### src/pkg/scss_pkg.sv
package scss_pkg;
   // clock_source_select encodings
   localparam logic [1:0] SEL_WAKEUP = 2'h0;
   localparam logic [1:0] SEL_LOOP = 2'h2;
   localparam logic [1:0] SEL_DIRECT = 2'h3;
   // oscillator_band_select encodings
   localparam logic [1:0] BAND_LOW = 2'h0;
   localparam logic [1:0] BAND_MID = 2'h1;
   localparam logic [1:0] BAND_HIGH = 2'h2;
   // field widths
   localparam int PRESCALE_W = 10;
   localparam int IN_DIV_W = 4;
   localparam int MUL_W = 6;
   localparam int OUT_DIV_W = 3;
   // register offsets
   localparam logic [3:0] ADDR_SYS_CFG = 4'h0;
   localparam logic [3:0] ADDR_LOOP_CFG = 4'h4;
   localparam logic [3:0] ADDR_STATUS = 4'h8;
   // reset values
   localparam logic [1:0] RST_SEL = 2'h0;
   localparam logic RST_BYPASS = 1'b1;
   localparam logic [9:0] RST_PRESCALE = 10'h000;
   localparam logic [3:0] RST_IN_DIV = 4'h0;
   localparam logic [5:0] RST_MUL = 6'h03;
   localparam logic [2:0] RST_OUT_DIV = 3'h1;
   localparam logic [1:0] RST_BAND = 2'h0;
   // gradual lock: one step of the loop divider per this many plus one reference ticks
   localparam logic [7:0] LOCK_STEP_CYC = 8'h10;
endpackage : scss_pkg

### src/rtl/scss_divider.sv
`timescale 1ns/1ps
// divides an enable train by (div_i+1); emits a level high for div_i/2+1 of each div_i+1 enables, and a pulse
module scss_divider
(
   input wire logic mclk_i,
   input wire logic rst_n_i,
   input wire logic en_i,
   input wire logic [10:0] div_i,
   output logic tick_o,
   output logic level_o
);
   typedef struct packed
   {
      logic [10:0] cnt;
      logic lvl;
      logic tick;
   } scss_div_st_t;
   scss_div_st_t st_r;
   scss_div_st_t st_nxt;
   logic [10:0] half;

   always_comb
   begin
      st_nxt = st_r;
      st_nxt.tick = 1'b0;
      half = {1'b0, div_i[10:1]};
      if (en_i)
      begin
         if (st_r.cnt >= div_i)
         begin
            st_nxt.cnt = 11'h000;
            st_nxt.tick = 1'b1;
            st_nxt.lvl = 1'b1;
         end
         else
         begin
            st_nxt.cnt = st_r.cnt + 11'h001;
            if (st_r.cnt >= half)
               st_nxt.lvl = 1'b0;
         end
      end
   end

   always_ff @(posedge mclk_i)
   begin
      if (!rst_n_i)
         st_r <= '0;
      else
         st_r <= st_nxt;
   end

   assign tick_o = st_r.tick;
   assign level_o = (div_i == 11'h000) ? en_i : st_r.lvl;
endmodule : scss_divider

### src/rtl/scss_top.sv
`timescale 1ns/1ps
module scss_top
(
   input wire logic mclk_i,
   input wire logic rst_n_i,
   input wire logic direct_clock_pin_i,
   input wire logic crystal_input_pin_i,
   input wire logic internal_clock_i,
   input wire logic wakeup_clock_i,
   input wire logic [3:0] addr_i,
   input wire logic [31:0] wdata_i,
   input wire logic wr_i,
   input wire logic rd_i,
   output logic [31:0] rdata_o,
   output logic sys_clk_o,
   output logic sys_tick_o,
   output logic loop_locked_o,
   output logic [1:0] active_source_o
);
   // all source and loop "clocks" are sampled levels in the mclk domain
   typedef struct packed
   {
      logic [1:0] sel;
      logic bypass;
      logic loop_in_internal;
      logic [9:0] prescale;
      logic [3:0] in_div;
      logic [5:0] mul;
      logic [2:0] out_div;
      logic [1:0] band;
      logic [1:0] act_src;
      logic act_bypass;
      logic switching;
      logic [10:0] cur_div;
      logic [7:0] step_cnt;
      logic [31:0] rdata;
      logic clk;
      logic tick;
      logic locked;
   } scss_st_t;

   scss_st_t st_r;
   scss_st_t st_nxt;

   // register hit for a strobe at a given offset
   function automatic logic hit(input logic strobe, input logic [3:0] addr,
                                input logic [3:0] offset);
      hit = strobe && (addr == offset);
   endfunction : hit

   // one gradual step of the loop divide toward its target
   function automatic logic [10:0] step_toward(input logic [10:0] cur,
                                               input logic [10:0] target);
      if (cur < target)
         step_toward = cur + 11'h001;
      else if (cur > target)
         step_toward = cur - 11'h001;
      else
         step_toward = cur;
   endfunction : step_toward

   function automatic logic [31:0] pack_sys(input scss_st_t s);
      pack_sys = {27'h0, s.loop_in_internal, 2'h0, s.sel};
   endfunction : pack_sys

   function automatic logic [31:0] pack_loop(input scss_st_t s);
      pack_loop = {2'h0, s.prescale, 2'h0, s.mul, s.in_div,
                   1'b0, s.out_div, 1'b0, s.band, s.bypass};
   endfunction : pack_loop

   function automatic logic [31:0] pack_status(input scss_st_t s);
      pack_status = {27'h0, s.switching, s.locked, s.act_bypass, s.act_src};
   endfunction : pack_status

   // sampled source selected by a given configuration
   function automatic logic src_level(input logic [1:0] sel, input logic byp,
                                      input logic pres_lvl, input logic loop_lvl);
      case (sel)
         scss_pkg::SEL_DIRECT: src_level = direct_clock_pin_i;
         scss_pkg::SEL_LOOP: src_level = byp ? pres_lvl : loop_lvl;
         scss_pkg::SEL_WAKEUP: src_level = wakeup_clock_i;
         default: src_level = wakeup_clock_i;
      endcase
   endfunction : src_level

   logic osc_lvl;
   logic osc_prev_r;
   logic osc_edge;
   logic pres_en;
   logic pres_lvl;
   logic ref_tick;
   logic vco_tick;
   logic [10:0] vco_div;
   logic loop_lvl;
   logic [10:0] target_div;
   logic [10:0] ref_div;
   logic [10:0] pres_div;
   logic cur_lvl;
   logic new_lvl;

   assign osc_lvl = st_r.loop_in_internal ? internal_clock_i : crystal_input_pin_i;
   assign osc_edge = osc_lvl & ~osc_prev_r;
   assign pres_div = {1'b0, st_r.prescale};
   assign ref_div = {7'h00, st_r.in_div};
   // oscillator period in ref cycles = P*K2/N, expressed as divide of ref edges
   assign target_div = 11'((({7'h00, st_r.in_div} + 11'h001) * ({8'h00, st_r.out_div} + 11'h001))
                            / ({5'h00, st_r.mul} + 11'h001));
   // divider takes factor minus one; a factor of zero rounds up to one
   assign vco_div = (st_r.cur_div == 11'h000) ? 11'h000 : st_r.cur_div - 11'h001;
   // factor one follows the source level, larger factors count its rising edges
   assign pres_en = (st_r.prescale == 10'h000) ? osc_lvl : osc_edge;

   always_ff @(posedge mclk_i)
   begin
      if (!rst_n_i)
         osc_prev_r <= 1'b0;
      else
         osc_prev_r <= osc_lvl;
   end

   // prescaler: factor prescale+1, factor one passes the source level
   scss_divider u_pres
   (
      .mclk_i(mclk_i),
      .rst_n_i(rst_n_i),
      .en_i(pres_en),
      .div_i(pres_div),
      .tick_o(),
      .level_o(pres_lvl)
   );

   // loop: reference after input divider drives output stage through cur_div
   scss_divider u_ref
   (
      .mclk_i(mclk_i),
      .rst_n_i(rst_n_i),
      .en_i(osc_edge),
      .div_i(ref_div),
      .tick_o(ref_tick),
      .level_o()
   );
   scss_divider u_vco
   (
      .mclk_i(mclk_i),
      .rst_n_i(rst_n_i),
      .en_i(ref_tick),
      .div_i(vco_div),
      .tick_o(vco_tick),
      .level_o(loop_lvl)
   );

   always_comb
   begin
      st_nxt = st_r;
      st_nxt.rdata = 32'h0000_0000;
      cur_lvl = 1'b0;
      new_lvl = 1'b0;
      // configuration writes; unmapped offsets are ignored
      if (hit(wr_i, addr_i, scss_pkg::ADDR_SYS_CFG))
      begin
         st_nxt.sel = wdata_i[1:0];
         st_nxt.loop_in_internal = wdata_i[4];
      end
      if (hit(wr_i, addr_i, scss_pkg::ADDR_LOOP_CFG))
      begin
         st_nxt.bypass = wdata_i[0];
         st_nxt.band = wdata_i[2:1];
         st_nxt.out_div = wdata_i[6:4];
         st_nxt.in_div = wdata_i[11:8];
         st_nxt.mul = wdata_i[17:12];
         st_nxt.prescale = wdata_i[29:20];
      end
      // read data stands only in the cycle after the strobe
      if (rd_i)
      begin
         case (addr_i)
            scss_pkg::ADDR_SYS_CFG:
               st_nxt.rdata = pack_sys(st_r);
            scss_pkg::ADDR_LOOP_CFG:
               st_nxt.rdata = pack_loop(st_r);
            scss_pkg::ADDR_STATUS:
               st_nxt.rdata = pack_status(st_r);
            default:
               st_nxt.rdata = 32'h0000_0000;
         endcase
      end
      // gradual lock: one divide step per interval of reference ticks,
      // so a rewritten loop factor other than in_div never makes the frequency jump
      st_nxt.locked = (st_r.cur_div == target_div);
      if (ref_tick && !st_nxt.locked)
      begin
         if (st_r.step_cnt >= scss_pkg::LOCK_STEP_CYC)
         begin
            st_nxt.step_cnt = 8'h00;
            st_nxt.cur_div = step_toward(st_r.cur_div, target_div);
         end
         else
         begin
            st_nxt.step_cnt = st_r.step_cnt + 8'h01;
         end
      end
      // glitch-free switch: wait for both old and new sources low
      cur_lvl = src_level(st_r.act_src, st_r.act_bypass, pres_lvl, loop_lvl);
      new_lvl = src_level(st_r.sel, st_r.bypass, pres_lvl, loop_lvl);
      st_nxt.switching = (st_r.sel != st_r.act_src) || (st_r.bypass != st_r.act_bypass);
      if (st_r.switching && !st_r.clk && !cur_lvl && !new_lvl)
      begin
         st_nxt.act_src = st_r.sel;
         st_nxt.act_bypass = st_r.bypass;
         st_nxt.clk = 1'b0;
      end
      else if (st_r.switching && !st_r.clk)
         st_nxt.clk = 1'b0;
      else
      begin
         st_nxt.clk = cur_lvl;
      end
      // tick marks each rising system clock edge
      st_nxt.tick = st_nxt.clk & ~st_r.clk;
   end

   always_ff @(posedge mclk_i)
   begin
      if (!rst_n_i)
      begin
         st_r <= '0;
         st_r.sel <= scss_pkg::RST_SEL;
         st_r.act_src <= scss_pkg::RST_SEL;
         st_r.bypass <= scss_pkg::RST_BYPASS;
         st_r.act_bypass <= scss_pkg::RST_BYPASS;
         st_r.prescale <= scss_pkg::RST_PRESCALE;
         st_r.in_div <= scss_pkg::RST_IN_DIV;
         st_r.mul <= scss_pkg::RST_MUL;
         st_r.out_div <= scss_pkg::RST_OUT_DIV;
         st_r.band <= scss_pkg::RST_BAND;
      end
      else
         st_r <= st_nxt;
   end

   assign rdata_o = st_r.rdata;
   assign sys_clk_o = st_r.clk;
   assign sys_tick_o = st_r.tick;
   assign loop_locked_o = st_r.locked;
   assign active_source_o = st_r.act_src;
endmodule : scss_top

### config.mk
export PLATFORM = sky130hd
export DESIGN_NAME = scss_top
export DESIGN_NICKNAME = d
export VERILOG_FILES = /design/src/pkg/scss_pkg.sv /design/src/rtl/scss_divider.sv /design/src/rtl/scss_top.sv
export SDC_FILE = /design/constraint.sdc
export NUM_CORES = 1
export LEC_CHECK = 0
export BUFFER_PORTS_ARGS = -buffer_cell sky130_fd_sc_hd__buf_2
export CELL_PAD_IN_SITES_DETAIL_PLACEMENT = 2
export CELL_PAD_IN_SITES_GLOBAL_PLACEMENT = 2
export CORE_MARGIN = 4
export CORE_UTILIZATION = 37
export CTS_CLUSTER_DIAMETER = 120
export DETAILED_ROUTE_END_ITERATION = 12
export GPL_TIMING_DRIVEN = 0
export PLACE_DENSITY_LB_ADDON = 0.1
export SYNTH_ARGS = -nofsm -noshare
export SYNTH_HDL_FRONTEND = slang
export SYNTH_SLANG_ARGS = --single-unit
### constraint.sdc
create_clock -name mclk_i -period 23.5 [get_ports mclk_i]
set_input_delay 5.875 -clock mclk_i [delete_from_list [all_inputs] [get_ports mclk_i]]
set_output_delay 5.875 -clock mclk_i [all_outputs]
set_load 0.02 [all_outputs]
==> run_results.csv <==
group,metric,value,unit
sta,worstMarginPinSlew,1.266,ns
die,die_h,174.5,um
finish,post-route-util,0.4464,
finish,area_delta_synth_final,17.99,%
synthesis,yosysTopAreaCellShare,0.2323,
sta,clock.fmax,44.54,MHz
critical_path,cpMostUsedCell,"ha_1",
sta,setup_viol,0,
synthesis,synth_edf_count,0,
placement,hpwl,25690,um
detailed_routing,viasPerCell,5.510,
finish,nNetsFinal,1545,
synthesis,synthMostInstantiatedCell,"ha_1",
clock_tree,clock_tree.buffer_depth,2,
sta,fin_crit,22.45,ns
detailed_routing,routedWlPerCell,19.60,um
critical_path,slowest_delay,0.55,ns
critical_path,cp_slowest_cell,"fa_1",
global_route,grt_pass1_wl,55140,um
finish,drive_gt1_frac,0.1952,
sta,tns,0,ns
critical_path,critPathRequiredTime,23.84,ns
clock_tree,postCtsHoldBufs,0,
clock_tree,cts_tree,"done",
detailed_routing,ant_nets,0,
clock_tree,cts_root_buf,"clkbuf_16",
synthesis,netlist_instances,1240,
global_route,grt_max_degree,18,
finish,num_antenna_cells,0,
detailed_routing,drt-total-wl,34100,um
finish,multi_input_area,0.007510,mm^2
sta,slew_viol_final,0,
finish,ff_latch_area,0.002389,mm^2
critical_path,path_max_fanout,10,
detailed_routing,first_pass_iters,4,
global_route,grt.total_usage,0.2193,
synthesis,syn_area,0.01025,mm^2
detailed_routing,drc,0,
die,rows,60,
placement,numPortBuffers,67,
outcome,outcome,"complete, no violations",
die,die_w,174.5,um
detailed_routing,drtIter0Drc,297,
synthesis,yosysSeqAreaShare,0.2323,
synthesis,ys.flop_type,"dfxtp_1",
sta,relSlewSlack,0.1496,
global_route,grt_pass1_vias,10335,
synthesis,ys_ff_latch,119,
detailed_routing,num_vias,9588,
clock_tree,clock-sinks,119,
clock_tree,clk_pin_slew_worst_paths,0.06,ns
die,start_util,0.3783,
worst_hold_path,hold_depth,1,
sta,hold_viol_final,0,
sta,fin_worst_skew,0.01456,ns
global_route,antenna_found_initial,3,
critical_path,cp.arrival,22.79,ns
sta,fin_crit_sh,0.9554,
synthesis,yosys.area.top_type,"dfxtp_1",
global_route,grt-ovfl-total,0,
job,cap_violations,0,
die,io-pin-count,81,
synthesis,synth_warnings,0,
die,core,0.02710,mm^2
synthesis,synth_cell_types,88,
clock_tree,clock_latency,0.42,ns
clock_tree,h-tree-depth,4,
synthesis,synth_commonest_cells,"ha_1 (136), dfxtp_1 (119), nor2_1 (117)",
worst_hold_path,hold_path.class,"reg -> reg",
critical_path,critPathKind,"reg -> reg",
synthesis,avgSynthCellArea,8.269,um^2
synthesis,async_flop_share,0,
synthesis,synth_area_leaders,"dfxtp_1 (23%), ha_1 (17%), nor2_1 (4.3%)",
critical_path,worstRegToRegCells,101,
placement,gp_congestion,0.7831,
critical_path,critPathCaptureType,"register",
clock_tree,cts_inserted_buffers,17,
critical_path,setup.worst_path.start_class,"register",
die,die-area,0.03044,mm^2
finish,n_fill_cell,3056,
==> cells in the final DEF (no fill, tap or decap), types with 15 or more instances in the layout <==
master       n
ha_1       134
o21ai_0     31
clkbuf_1    20
xor2_1      35
dfxtp_1    116
o21a_1      30
and3_1      16
nor2_1     114
nand4_1     18
inv_1       55
xnor2_1     30
nand2_1    108
a21o_1      43
a211oi_1    21
nand2b_1    15
nor3_1      26
nand3_1     33
and2_1      32
buf_4       65
a21oi_1     58
clkbuf_16   17
mux2i_1     22
or3_1       17
buf_2       71
==> final timing paths <==
path / from / end / slack, ns
hold reg to reg: sys_clk_o / sys_tick_o / 0.44
setup reg to reg: ref_div[0] / st_r[49] / 1.05
setup / recovery: ref_div[0] / st_r[49] / 1.05
hold / removal: sys_clk_o / sys_tick_o / 0.44
==> logic make-up after synthesis <==
kind of cell	synth area share
flip-flops	0.2323
buffers and inverters	0.05955
adder cells (fa/ha/maj)	0.1777
multiplexers	0.05467
AO/OA/AOI/OAI	0.1941
AND/OR/NAND/NOR	0.2232
other	0.0003657
XOR/XNOR	0.05808
==> state kept, by name, summed over array words and instances, names as in the netlist <==
signal	cells
st_r	36
pres_div	10
u_vco.st_r	12
sys_tick_o	1
u_ref.tick_o	1
ref_div	4
osc_prev_r	1
rdata_o	27
sys_clk_o	1
loop_locked_o	1
u_pres.st_r	12
active_source_o	2
u_ref.st_r	11
==> metal layers <==
layer  GRT usage  routed length, um
met5           0                 40
met4     0.03530                257
met3     0.03328                867
met2      0.3918              17150
met1      0.2839              15780
==> layout make-up <==
class	count	area share
plain buffers	64	0.03196
clock buffers	20	0.03775
clock inverters	8	0.008481
inverters	60	0.01882
multi-input cells	1000	0.6207
flip-flops and latches	119	0.1974
well taps	372	0.03847
repair buffers	97	0.04633
==> critical path, delay by kind of cell (launching register included) <==
family	cells	cell delay, ns
AO/OA/AOI/OAI	44	8.70
AND/OR/NAND/NOR	27	5.02
adder cells (fa/ha/maj)	15	4.90
multiplexers	7	2.25
buffers and inverters	7	0.80
flip-flops	1	0.38
XOR/XNOR	1	0.25
==> through the flow <==
stage	std cells	cell area (um^2)	hold WS (ns)	setup slack, ns
3_3_place_gp	1684	11070	0.4345	-1.575
2_1_floorplan	1245	10270	0.4367	2.354
6_report	1740	12100	0.4444	1.049
3_5_place_dp	1684	11070	0.4443	-2.089
4_1_cts	1719	11770	0.4549	0.09334
5_1_grt	1740	12100	0.4747	-0.2203
==> repair_timing <==
item / CTS / global route
hold endpoints to repair: 0 / 0
buffers inserted: 8 / 22
gates resized for setup: 16 / 42
gates cloned: 0 / 0
pin swaps: 4 / 16
setup endpoints to repair: 20 / 20
Power is left out: the tool's default activity adds up to more than one toggle a clock period on the data nets, which glitch-free logic cannot reach.
